===== src/fll_pkg.sv =====
/*
  constants for the fast link-loss monitor and strap configuration latch:
  management register offsets, field positions, reset values, window timing.
  assumes a 40 MHz system clock and a 16-bit management register port.
*/
package fll_pkg;

  // management register offsets
  localparam logic [15:0] OFF_CONTROL_THREE = 16'h000b;
  localparam logic [15:0] OFF_FAULT_STATUS  = 16'h000f;
  localparam logic [15:0] OFF_CONFIG_ONE    = 16'h0117;
  localparam logic [15:0] OFF_CONFIG_TWO    = 16'h0131;

  // criterion field positions, shared by control_three and the status register
  localparam int BIT_RX_ERR  = 0;
  localparam int BIT_CODE    = 1;
  localparam int BIT_SNR     = 2;
  localparam int BIT_ENERGY  = 3;
  localparam int BIT_DESCR   = 10;

  // enable field mask of control_three
  localparam logic [15:0] CRIT_MASK = 16'h040f;

  // reset values
  localparam logic [15:0] CONTROL_THREE_RST = 16'h0000;
  localparam logic [15:0] CONFIG_ONE_RST    = 16'h0000;
  localparam logic [15:0] CONFIG_TWO_RST    = 16'h0000;
  localparam logic [15:0] FAULT_STATUS_RST  = 16'h0000;

  // observation window, longest time so rounded down
  localparam int CLK_PERIOD_NS = 25;
  localparam int WINDOW_NS     = 10000;
  localparam int WINDOW_CYC    = WINDOW_NS / CLK_PERIOD_NS;
  localparam int WIN_W         = 9;

  // event thresholds per counting criterion: rx error, code error, low snr
  localparam int NUM_COUNTED = 3;
  localparam int THR_RX_ERR  = 32;
  localparam int THR_CODE    = 20;
  localparam int THR_SNR     = 20;
  localparam int CNT_W       = 6;

  // strap capture: synchroniser depth, cycles to wait after reset release
  localparam int          SYNC_STAGES = 2;
  localparam logic [1:0]  CAPTURE_CYC = 2'h2;

  // strap defaults (level of the internal pull)
  localparam logic [2:0]  ADDR_STRAP_DEF = 3'h0;
  localparam logic        STRAP_DEF_ZERO = 1'b0;

  // clock output selection on the carrier-sense / collision pins
  typedef enum logic [1:0] {
    FLL_CLK_OFF = 2'h0,
    FLL_CLK_25  = 2'h1,
    FLL_CLK_50  = 2'h2
  } fll_clk_sel_e;

  // strap capture state
  typedef enum logic [1:0] {
    FLL_ST_CAPTURE = 2'b01,
    FLL_ST_RUN     = 2'b10
  } fll_state_e;

endpackage


===== src/fll_sync.sv =====
/*
  two-stage synchroniser for a group of level inputs.
  assumes inputs are quasi-static levels from pins outside the clock domain.
*/
`timescale 1ns/10ps
module fll_sync #(
  parameter int W = 1
) (
  input  wire logic         clk_sys,
  input  wire logic [W-1:0] din,
  output logic      [W-1:0] dout
);

  logic [W-1:0] meta_reg;

  always_ff @(posedge clk_sys) begin
    meta_reg <= din;
    dout     <= meta_reg;
  end

endmodule // fll_sync


===== src/fll_window_counter.sv =====
/*
  counts one kind of event inside a repeating observation window and pulses
  hit when the count reaches the threshold.
  assumes win_start is a one-cycle pulse on clk_sys opening each window.
*/
`timescale 1ns/10ps
module fll_window_counter #(
  parameter int THRESH = 20
) (
  input  wire logic clk_sys,
  input  wire logic srst,
  input  wire logic enable,
  input  wire logic win_start,
  input  wire logic event_in,
  output logic      hit
);

  localparam logic [fll_pkg::CNT_W-1:0] THR = fll_pkg::CNT_W'(THRESH);

  logic [fll_pkg::CNT_W-1:0] cnt_reg;
  logic [fll_pkg::CNT_W-1:0] cnt_next;

  always_comb begin
    cnt_next = cnt_reg;
    if (!enable || win_start) begin
      cnt_next = '0;
    end else if (event_in && cnt_reg != THR) begin
      cnt_next = cnt_reg + 1'b1;
    end
  end

  always_ff @(posedge clk_sys) begin
    if (srst) begin
      cnt_reg <= '0;
    end else begin
      cnt_reg <= cnt_next;
    end
  end

  // pulse once, in the cycle the count first reaches the threshold
  always_ff @(posedge clk_sys) begin
    if (srst) begin
      hit <= 1'b0;
    end else begin
      hit <= enable && !win_start && event_in && (cnt_reg == THR - 1'b1);
    end
  end

endmodule // fll_window_counter


===== src/fll_top.sv =====
/*
  fast link-loss monitor with strap-sampled configuration latch.
  holds control_three, the fault status and the two link-drop config
  registers behind the management register port, watches receive-path
  events and drops the link when an enabled criterion is met.
  assumes receive-path events are on clk_sys; strap pins are asynchronous;
  srst is the power-up / hard reset, soft_reset a one-cycle pulse.
*/
//
// Behaviour
// - control_three bits 3:0 and 10 enable each link-loss criterion separately.
// - on a drop, the causing criteria are recorded in the readable status register.
// - rx error criterion drops link at 32 errors within one 10 us window.
// - code error criterion drops link at 20 errors within one 10 us window.
// - low snr criterion drops link at 20 crossings within one 10 us window.
// - energy criterion drops link as soon as energy loss is reported.
// - descrambler criterion drops link as soon as descrambler lock is lost.
// - criteria work singly or combined; any enabled one met drops the link.
// - strap levels are latched at power-up or hard reset and select modes.
// - soft reset restores strap settings from latched values without resampling.
// - every strap has two levels, default is the internal pull level.
// - enhanced mode builds the 3-bit management address from three straps.
// - interface strap selects mii at zero, rmii at one.
// - in mii mode a strap enables fast link loss at one.
// - in rmii mode a strap selects clock master at zero, slave at one.
// - in rmii mode a strap selects crs_dv at zero, pure rx_dv at one.
// - one strap enables auto crossover at zero; with it at one, another forces pair order.
// - strap enables autoneg at zero, at one disables it and forces 100M.
// - strap makes second led pin a 25 MHz clock at zero, led at one.
// - carrier-sense and collision clock outputs only in enhanced mode, 25 or 50 MHz.
`timescale 1ns/10ps
module fll_top (
  input  wire logic        clk_sys,
  input  wire logic        srst,
  input  wire logic        soft_reset,
  // management register port
  input  wire logic [15:0] mgmt_addr,
  input  wire logic        mgmt_wr,
  input  wire logic        mgmt_rd,
  input  wire logic [15:0] mgmt_wdata,
  output logic      [15:0] mgmt_rdata,
  output logic             mgmt_rvalid,
  // receive-path events
  input  wire logic        rx_err_evt,
  input  wire logic        code_err_evt,
  input  wire logic        low_snr_evt,
  input  wire logic        energy_lost,
  input  wire logic        descr_locked,
  input  wire logic        link_restart,
  output logic             link_drop,
  output logic             link_down,
  // strap pins
  input  wire logic        enhanced_mode,
  input  wire logic        autoneg_select_pin,
  input  wire logic        addr_zero_select_pin,
  input  wire logic        addr_one_select_pin,
  input  wire logic        addr_two_select_pin,
  input  wire logic        rmii_clock_role_pin,
  input  wire logic        clock_or_led_select_pin,
  input  wire logic        link_loss_or_rx_qualifier_pin,
  input  wire logic        mac_interface_select_pin,
  input  wire logic        crossover_auto_pin,
  input  wire logic        pair_order_pin,
  input  wire logic [1:0]  clk_pin_request,
  // strap-derived configuration
  output logic      [2:0]  mgmt_phy_address,
  output logic             mac_is_rmii,
  output logic             rmii_clock_slave,
  output logic             rmii_rx_dv_only,
  output logic             auto_mdix_en,
  output logic             mdi_straight,
  output logic             autoneg_en,
  output logic             force_100,
  output logic             led1_is_reference_clock,
  output logic      [1:0]  clk_pin_select
);

  localparam int NSTRAP = 11;

  // decode shared by the write and read paths
  function automatic logic hit_addr(input logic [15:0] a, input logic [15:0] off);
    hit_addr = (a == off);
  endfunction

  logic [NSTRAP-1:0] strap_pins;
  logic [NSTRAP-1:0] strap_sync;
  logic [NSTRAP-1:0] strap_reg;
  fll_pkg::fll_state_e state_reg;
  logic [1:0]        cap_cnt_reg;
  logic [15:0]       control_three_reg;
  logic [15:0]       status_reg;
  logic [15:0]       config_one_reg;
  logic [15:0]       config_two_reg;
  logic [fll_pkg::WIN_W-1:0] win_cnt_reg;
  logic              win_start;
  logic [fll_pkg::NUM_COUNTED-1:0] cnt_hit;
  logic [fll_pkg::NUM_COUNTED-1:0] cnt_en;
  logic [fll_pkg::NUM_COUNTED-1:0] cnt_evt;
  logic              energy_prev_reg;
  logic              descr_prev_reg;
  logic              energy_trip;
  logic              descr_trip;
  logic [15:0]       cause;
  logic              drop_now;
  logic              loss_strap_en;
  logic [15:0]       ctl3_default;
  logic              status_read;

  // strap bit order in strap_reg
  assign strap_pins = {pair_order_pin, crossover_auto_pin, mac_interface_select_pin,
                       link_loss_or_rx_qualifier_pin, clock_or_led_select_pin,
                       rmii_clock_role_pin, addr_two_select_pin, addr_one_select_pin,
                       addr_zero_select_pin, autoneg_select_pin, enhanced_mode};

  fll_sync #(
    .W    (NSTRAP)
  ) u_strap_sync (
    .clk_sys (clk_sys),
    .din     (strap_pins),
    .dout    (strap_sync)
  );

  // capture straps while in reset and until the synchroniser has settled
  always_ff @(posedge clk_sys) begin
    if (srst) begin
      state_reg   <= fll_pkg::FLL_ST_CAPTURE;
      cap_cnt_reg <= fll_pkg::CAPTURE_CYC;
    end else begin
      case (state_reg)
        fll_pkg::FLL_ST_CAPTURE: begin
          if (cap_cnt_reg == 2'h0) begin
            state_reg <= fll_pkg::FLL_ST_RUN;
          end else begin
            cap_cnt_reg <= cap_cnt_reg - 1'b1;
          end
        end
        fll_pkg::FLL_ST_RUN: begin
          state_reg <= fll_pkg::FLL_ST_RUN;
        end
        default: begin
          state_reg <= fll_pkg::FLL_ST_CAPTURE;
        end
      endcase
    end
  end

  // latched only around hard reset; soft reset never resamples the pins
  always_ff @(posedge clk_sys) begin
    if (srst || state_reg == fll_pkg::FLL_ST_CAPTURE) begin
      strap_reg <= strap_sync;
    end
  end

  // strap decode
  assign mac_is_rmii   = strap_reg[8];
  assign loss_strap_en = !strap_reg[8] && strap_reg[7];
  assign ctl3_default  = loss_strap_en ? fll_pkg::CRIT_MASK : fll_pkg::CONTROL_THREE_RST;

  always_ff @(posedge clk_sys) begin
    if (srst) begin
      mgmt_phy_address        <= fll_pkg::ADDR_STRAP_DEF;
      rmii_clock_slave        <= fll_pkg::STRAP_DEF_ZERO;
      rmii_rx_dv_only         <= fll_pkg::STRAP_DEF_ZERO;
      auto_mdix_en            <= 1'b1;
      mdi_straight            <= fll_pkg::STRAP_DEF_ZERO;
      autoneg_en              <= 1'b1;
      force_100               <= fll_pkg::STRAP_DEF_ZERO;
      led1_is_reference_clock <= 1'b1;
      clk_pin_select          <= fll_pkg::FLL_CLK_OFF;
    end else begin
      mgmt_phy_address        <= strap_reg[0] ? strap_reg[4:2]
                                              : fll_pkg::ADDR_STRAP_DEF;
      rmii_clock_slave        <= strap_reg[8] && strap_reg[5];
      rmii_rx_dv_only         <= strap_reg[8] && strap_reg[7];
      auto_mdix_en            <= !strap_reg[9];
      mdi_straight            <= strap_reg[9] && strap_reg[10];
      autoneg_en              <= !strap_reg[1];
      force_100               <= strap_reg[1];
      led1_is_reference_clock <= !strap_reg[6];
      if (strap_reg[0] && (clk_pin_request == fll_pkg::FLL_CLK_25 ||
                           clk_pin_request == fll_pkg::FLL_CLK_50)) begin
        clk_pin_select <= clk_pin_request;
      end else begin
        clk_pin_select <= fll_pkg::FLL_CLK_OFF;
      end
    end
  end

  // control_three: criterion enables, reloaded from straps on soft reset
  always_ff @(posedge clk_sys) begin
    if (srst || state_reg == fll_pkg::FLL_ST_CAPTURE || soft_reset) begin
      control_three_reg <= ctl3_default;
    end else if (mgmt_wr && hit_addr(mgmt_addr, fll_pkg::OFF_CONTROL_THREE)) begin
      control_three_reg <= mgmt_wdata;
    end
  end

  // link-drop config registers, plain storage for the receive path tuning
  always_ff @(posedge clk_sys) begin
    if (srst || soft_reset) begin
      config_one_reg <= fll_pkg::CONFIG_ONE_RST;
      config_two_reg <= fll_pkg::CONFIG_TWO_RST;
    end else begin
      if (mgmt_wr && hit_addr(mgmt_addr, fll_pkg::OFF_CONFIG_ONE)) begin
        config_one_reg <= mgmt_wdata;
      end
      if (mgmt_wr && hit_addr(mgmt_addr, fll_pkg::OFF_CONFIG_TWO)) begin
        config_two_reg <= mgmt_wdata;
      end
    end
  end

  // shared observation window timer
  always_ff @(posedge clk_sys) begin
    if (srst || win_start) begin
      win_cnt_reg <= '0;
    end else begin
      win_cnt_reg <= win_cnt_reg + 1'b1;
    end
  end

  assign win_start = (win_cnt_reg == fll_pkg::WIN_W'(fll_pkg::WINDOW_CYC - 1));

  assign cnt_en  = {control_three_reg[fll_pkg::BIT_SNR],
                    control_three_reg[fll_pkg::BIT_CODE],
                    control_three_reg[fll_pkg::BIT_RX_ERR]} & {3{!link_down}};
  assign cnt_evt = {low_snr_evt, code_err_evt, rx_err_evt};

  localparam int THR_TAB [fll_pkg::NUM_COUNTED] = '{fll_pkg::THR_RX_ERR,
                                                    fll_pkg::THR_CODE,
                                                    fll_pkg::THR_SNR};

  generate
    for (genvar i = 0; i < fll_pkg::NUM_COUNTED; i++) begin : g_crit
      fll_window_counter #(
        .THRESH (THR_TAB[i])
      ) u_cnt (
        .clk_sys   (clk_sys),
        .srst      (srst),
        .enable    (cnt_en[i]),
        .win_start (win_start),
        .event_in  (cnt_evt[i]),
        .hit       (cnt_hit[i])
      );
    end
  endgenerate

  // edge detect for the level criteria
  always_ff @(posedge clk_sys) begin
    if (srst) begin
      // idle levels: energy present, descrambler locked, so no false edge after reset
      energy_prev_reg <= 1'b0;
      descr_prev_reg  <= 1'b1;
    end else begin
      energy_prev_reg <= energy_lost;
      descr_prev_reg  <= descr_locked;
    end
  end

  assign energy_trip = control_three_reg[fll_pkg::BIT_ENERGY] && energy_lost
                       && !energy_prev_reg;
  assign descr_trip  = control_three_reg[fll_pkg::BIT_DESCR] && !descr_locked
                       && descr_prev_reg;

  always_comb begin
    cause = '0;
    // a hit registered in the drop cycle must not cause a second drop
    cause[fll_pkg::BIT_RX_ERR] = cnt_hit[0] && !link_down;
    cause[fll_pkg::BIT_CODE]   = cnt_hit[1] && !link_down;
    cause[fll_pkg::BIT_SNR]    = cnt_hit[2] && !link_down;
    cause[fll_pkg::BIT_ENERGY] = energy_trip && !link_down;
    cause[fll_pkg::BIT_DESCR]  = descr_trip && !link_down;
  end

  assign drop_now = |cause;

  // drop pulse and held link-down level until the link restarts
  always_ff @(posedge clk_sys) begin
    if (srst || soft_reset) begin
      link_drop <= 1'b0;
      link_down <= 1'b0;
    end else begin
      link_drop <= drop_now;
      if (drop_now) begin
        link_down <= 1'b1;
      end else if (link_restart) begin
        link_down <= 1'b0;
      end
    end
  end

  assign status_read = mgmt_rd && hit_addr(mgmt_addr, fll_pkg::OFF_FAULT_STATUS);

  // sticky causes, cleared by reading; a new cause in the read cycle survives
  always_ff @(posedge clk_sys) begin
    if (srst || soft_reset) begin
      status_reg <= fll_pkg::FAULT_STATUS_RST;
    end else if (status_read) begin
      status_reg <= cause;
    end else begin
      status_reg <= status_reg | cause;
    end
  end

  // registered read data, one cycle after the read strobe
  always_ff @(posedge clk_sys) begin
    if (srst) begin
      mgmt_rdata  <= '0;
      mgmt_rvalid <= 1'b0;
    end else begin
      mgmt_rvalid <= mgmt_rd;
      if (!mgmt_rd) begin
        mgmt_rdata <= mgmt_rdata;
      end else if (hit_addr(mgmt_addr, fll_pkg::OFF_CONTROL_THREE)) begin
        mgmt_rdata <= control_three_reg;
      end else if (status_read) begin
        mgmt_rdata <= status_reg | cause;
      end else if (hit_addr(mgmt_addr, fll_pkg::OFF_CONFIG_ONE)) begin
        mgmt_rdata <= config_one_reg;
      end else if (hit_addr(mgmt_addr, fll_pkg::OFF_CONFIG_TWO)) begin
        mgmt_rdata <= config_two_reg;
      end else begin
        mgmt_rdata <= '0;
      end
    end
  end

endmodule // fll_top


===== config.mk =====
export PLATFORM = sky130hd
export DESIGN_NAME = fll_top
export DESIGN_NICKNAME = d
export VERILOG_FILES = /design/src/fll_pkg.sv /design/src/fll_sync.sv /design/src/fll_window_counter.sv /design/src/fll_top.sv
export SDC_FILE = /design/constraint.sdc
export NUM_CORES = 1
export LEC_CHECK = 0
export ABC_AREA = 1
export BUFFER_PORTS_ARGS = -buffer_cell sky130_fd_sc_hd__buf_4
export CORE_ASPECT_RATIO = 0.5
export CORE_MARGIN = 10
export CORE_UTILIZATION = 50
export CTS_BUF_LIST = sky130_fd_sc_hd__clkbuf_16
export DETAILED_ROUTE_END_ITERATION = 16
export PLACE_DENSITY = 0.71
export SETUP_SLACK_MARGIN = 0.2
export SYNTH_ARGS = -nofsm -noshare
export SYNTH_HDL_FRONTEND = slang
export SYNTH_SLANG_ARGS = --single-unit

===== constraint.sdc =====
create_clock -name clk_sys -period 2.6 [get_ports clk_sys]
set_input_delay 0.13 -clock clk_sys [delete_from_list [all_inputs] [get_ports clk_sys]]
set_output_delay 0.13 -clock clk_sys [all_outputs]
set_load 0.05 [all_outputs]

Word-level counts from Yosys, hierarchy flattened:

Index checks and enable logic that the tools add are counted.

* flip-flop bits (word level): 164
* input port bits: 56

* bitwise operators: 5
* equality and inequality tests: 16
* reductions and logical operators: 60
* add/subtract/negate cells: 5
* multiplexer cells: 12

Operator list (number)
* 2-to-1 mux 16 bit: 6
* equality test 16 x 4 -> 1 bit, second input constant: 2
* equality test 16 x 9 -> 1 bit, second input constant: 2
* logical AND 1 bit: 30
* 2-to-1 mux 11 bit: 2
* adder 6 x 1 -> 6 bit, second input constant: 3
* equality test 6 x 5 -> 1 bit, second input constant: 3
* bitwise OR 16 x 11 -> 16 bit: 1
* != test 6 x 5 -> 1 bit, second input constant: 2
* OR reduction 2 bit: 6
* logical NOT 1 bit: 11
* adder 9 x 1 -> 9 bit, second input constant: 1
* equality test 9 bit, second input constant: 1
* logical OR 1 bit: 8
* != test 6 bit, second input constant: 1
* OR reduction 5 bit: 1
* equality test 2 x 1 -> 1 bit, second input constant: 2
* equality test 2 bit, second input constant: 2
* one-hot mux 2 bit (2 select lines): 1
* nonzero test 2 bit: 2
* AND 3 bit: 1
* inverter 1 bit: 3
* logical NOT 2 bit: 1
* 2-to-1 mux 1 bit: 2
* other kinds (4): 4

Logic depth before layout (Yosys ltp):

* depth in word-level cells: 7
* gate-level depth with buffers: 8
* gate-level depth less buffers: 8

Modules after synthesis:

A second synthesis with hierarchy kept.

* cell total of the unflattened synthesis: 714
* area total of the unflattened synthesis: 6207.2 sq um

By module, submodules not included
* fll_top: times used 1, cells an instance 527, area an instance 4599.4 sq um
* fll_window_counter at g_crit[1].u_cnt ...: times used 2, cells an instance 54, area an instance 395.4 sq um
* fll_sync: times used 1, cells an instance 22, area an instance 440.4 sq um
* fll_window_counter at g_crit[0].u_cnt: times used 1, cells an instance 57, area an instance 376.6 sq um

Worst setup path before layout:

Ideal clock, no wire load.

* path kind: input -> register
* from: input mgmt_addr[15]
* to: register control_three_reg[0] (enable)
* data arrival time: 1833 ps
* path slack: 356 ps
* stages on the path: 5
* data required time: 2189 ps
* path buffers: 0
* cells stage by stage: nor2_1 nand2_2 nor2_4 nand3b_1 o21ai_0

* longest elaborated chain between the ends: 3

RTL lines
* from (decl): line fll_top.sv:37 `input wire logic [15:0] mgmt_addr,`
* equality test 16 x 4 -> 1 bit: line fll_top.sv:82 `hit_addr = (a == off);`
* logical AND 1 bit: line fll_top.sv:193 `end else if (mgmt_wr && hit_addr(mgmt_addr, fll_pkg::OFF_CONTROL_THREE)) begin`
* nonzero test 2 bit (no line)
* to (signal assigned): line fll_top.sv:192 `control_three_reg <= ctl3_default;`
* to (signal assigned): line fll_top.sv:194 `control_three_reg <= mgmt_wdata;`
* to (decl): line fll_top.sv:90 `logic [15:0] control_three_reg;`

Every way passes these cells.
A chain may end at the register's enable or synchronous reset.

Worst setup path after layout:

* from: register state_reg[1]
* to: register control_three_reg[1] (data pin)

* longest elaborated chain between the ends: 4

RTL lines
* from (decl): line fll_top.sv:88 `fll_pkg::fll_state_e state_reg;`
* from (signal assigned): line fll_top.sv:126 `state_reg <= fll_pkg::FLL_ST_CAPTURE;`
* from (signal assigned): line fll_top.sv:132 `state_reg <= fll_pkg::FLL_ST_RUN;`
* from (signal assigned): line fll_top.sv:138 `state_reg <= fll_pkg::FLL_ST_RUN;`
* equality test 2 x 1 -> 1 bit: line fll_top.sv:191 `if (srst || state_reg == fll_pkg::FLL_ST_CAPTURE || soft_reset) begin`
* logical OR 1 bit (2 in a row): line fll_top.sv:191
* 2-to-1 mux 16 bit: line fll_top.sv:191

Every way passes these cells.

==> impl_results.md <==
- Vias in the first global route: 4,903
- Max reg flops: 18
- Hold/Removal Path Class: input pin to flip-flop
- Final Wtd Congestion: roughly 0.83
- PortBufs: 87
- Post-synth ARST share: 0%
- CTS Buf Count: 17
- Final nets: 869
- Initial Util: 50.77%
- Clk_lat worst skew: 0.43 ns
- Cell count after synthesis: 675
- Final cycle utilization of the critical path: 72.48%
- Worst EP arrival: 2.05 ns
- Commonest non-fill, non-tap cell in the layout: dfxtp_1
- Cell Area, Synth: between 0.005 and 0.006 sq mm
- Synth Net Count: 740
- Fraction of layout cells with a size suffix above 1: 19.09%
- Crit path largest cell delay: 0.41 ns
- Clock Power Share: 42.4%
- Maximum VDD drop: 0.4731 mV
- Core area: 0.01170 sq mm
- Pre-antenna DRT Iters: 5
- Standard-cell rows: 28
- Relative slew slack: a little over half
- Die area: 0.01691 sq mm
- Mean area per synthesized cell: 8.801 sq um
- Max Clk Rate: 530.7 MHz
- Sw Ratio: 28.32%
- CTS Buffer Depth: 2
- Clk root buf: clkbuf_16
- First-pass GRT wire length: 23.43 mm
- Seq cells post-synth: 153
- Crit-path cells: inv_1, ha_1, inv_1, nand2_1, nor2_1, inv_1, nand3b_1, nand2_1
- Top_reg_cell synth: dfxtp_1
- # Max-Cap Violations: 0
- Comb power frac: 11.1%
- DR DRC count: 0
- DRT Wirelength: 14.21 mm
- Routed via count: roughly 5,000
- Startpoint Class: flip-flop
- CP Data Required Time: 2.77 ns
- CTS sink cnt: 153
- DR WL/cell: between 10 and 15 um
- Syn. warnings: 0
- Min cycle time layout: 1.884 ns
- Setup TNS: 0 ns
- Post-DP HPWL: ~10 mm
- Hold Crit Start: srst
- Crit-path leading delay family: simple AND/OR/NAND/NOR gates
- H-tree depth: 4
- Post-synth EDFFs: 27
- Seq/Total Area, Yosys: 56.11%
- Crit path from: state_reg[1]
- Antenna violation net count after detailed routing: 0
- Antenna violations before repair: 0
- CP endpoint kind: flip-flop
- Critical path class: flip-flop to flip-flop
- Worst slack, placed: about 0.75 ns
- Launching point of the worst reg2reg path: state_reg[1]
- Layout area overhead: 30.12%
- Crit-path max FO: 7
- CTS tree: done
- Largest net degree at the start of global routing: 29
- Grt total ovfl: 0
- RSZ-0062 raised after global routing: false
- Lkg Pwr: 0.003264 uW
- Commonest cells after routing, fill and taps aside: dfxtp_1 (126), buf_4 (98), nand2_1 (96)
- Number of DRC markers in iteration 0: 357
- Final Skew: 0.009825 ns
- Pint: around 4200 uW
- Final worst slack: between 0.7 and 0.8 ns
- Final Max Tran Viols: 0
- P per Cell Area: between 700 and 800 mW/mm^2
- Status: completed
- Die Height: between 90 and 100 um
- Synth cell types: 35
- Net Sw Power: 1650 uW
- Clock transition at path regs: 0.07 ns
- Slowest-stage cell, CP: nor2_1
- Finish-stage setup viols: 0
- Count of final hold-check violations: 0
- Total track usage: around 17%
- Part of the power in registers: 46.5%
- Slew of the pin with the lowest slew margin: a little under 0.7 ns
- Cell mode on critical path: inv_1
- # IOs: 88
- Drt via density: 5.025
- CP Buf/Inv Count: 3
- Die width: 174.2 um
- ANT cells: 0
-- final timing paths --
kind                           end  slack, ns  cells after the start
max           control_three_reg[1]       0.72                      8
min               rmii_clock_slave       0.06                      2
max reg2reg   control_three_reg[1]       0.72                      8
min reg2reg  u_strap_sync.dout[10]       0.33                      0
-- power groups by stage --
stage                     sequential [uW]  clock [uW]  combinational (uW)
after global placement               2760           0                 583
after CTS                            2710        2510                 648
final                                2710        2470                 646
after floorplan                      2840           0                 271
after detailed placement             2760           0                 601
after global routing                 2730        2620                 716
-- metrics by stage --
stage | area, sq um | hold slack (ns) | utilization, % | std cells | power [uW]
2_1_floorplan | 5941 | 0.1577 | - | 675 | 3111
3_3_place_gp | 6760 | 0.2347 | 57.77 | 915 | 3343
3_5_place_dp | 6760 | 0.2355 | 57.77 | 915 | 3364
4_1_cts | 7730 | 0.05399 | 66.06 | 982 | 5872
5_1_grt | 7730 | 0.08237 | 66.06 | 982 | 6072
6_report | 7730 | 0.05781 | 66.06 | 982 | 5826
-- cell type report --
type                       instances  area [sq um]
timing repair buffer             133          1086
fill                             985          3971
tap                              165         206.4
inverter                          87         326.6
multi-input combinational        412          2158
clock buffer                      17         425.4
clock inverter                    15         193.9
sequential                       153          3333
-- metal layers --
| layer | GRT usage [%] | share of wire (%) |
|---|---|---|
| met1 | 20.39 | 44 |
| met4 | 6.662 | 1.7 |
| met5 | 0 | 0 |
| met2 | 28.03 | 48 |
| met3 | 5.314 | 5.8 |
-- Yosys cell counts (8+ instances only) --
cell type  number  area share, %
dfxtp_1       126             42
nand2_1        96            6.1
inv_1          86            5.4
nor2_1         77            4.9
nand3_1        58            4.9
a21oi_1        50            4.2
o21ai_0        32            2.7
edfxtp_1       27             14
nand4_1        22            2.3
o21ai_1        13            1.1
clkbuf_1       10           0.63
ha_1            9            1.9
o211ai_2        8            1.7
-- kinds of logic after synthesis --
kind of cell | Yosys count | synth area share, %
simple gates | 283 | 22.26
flops | 153 | 56.11
compound gates | 111 | 10.80
buf+inv | 110 | 7.603
xor+xnor | 9 | 1.327
fa+ha+maj | 9 | 1.896
-- what timing repair did --
action | in CTS | in global routing
setup buffers | 0 | 0
endpoints found under the setup margin | 0 | 0
resized for setup | 0 | 0
hold buffers | 35 | 0
endpoints found under the hold margin | 44 | 0
(Power assumes the default switching activity.)
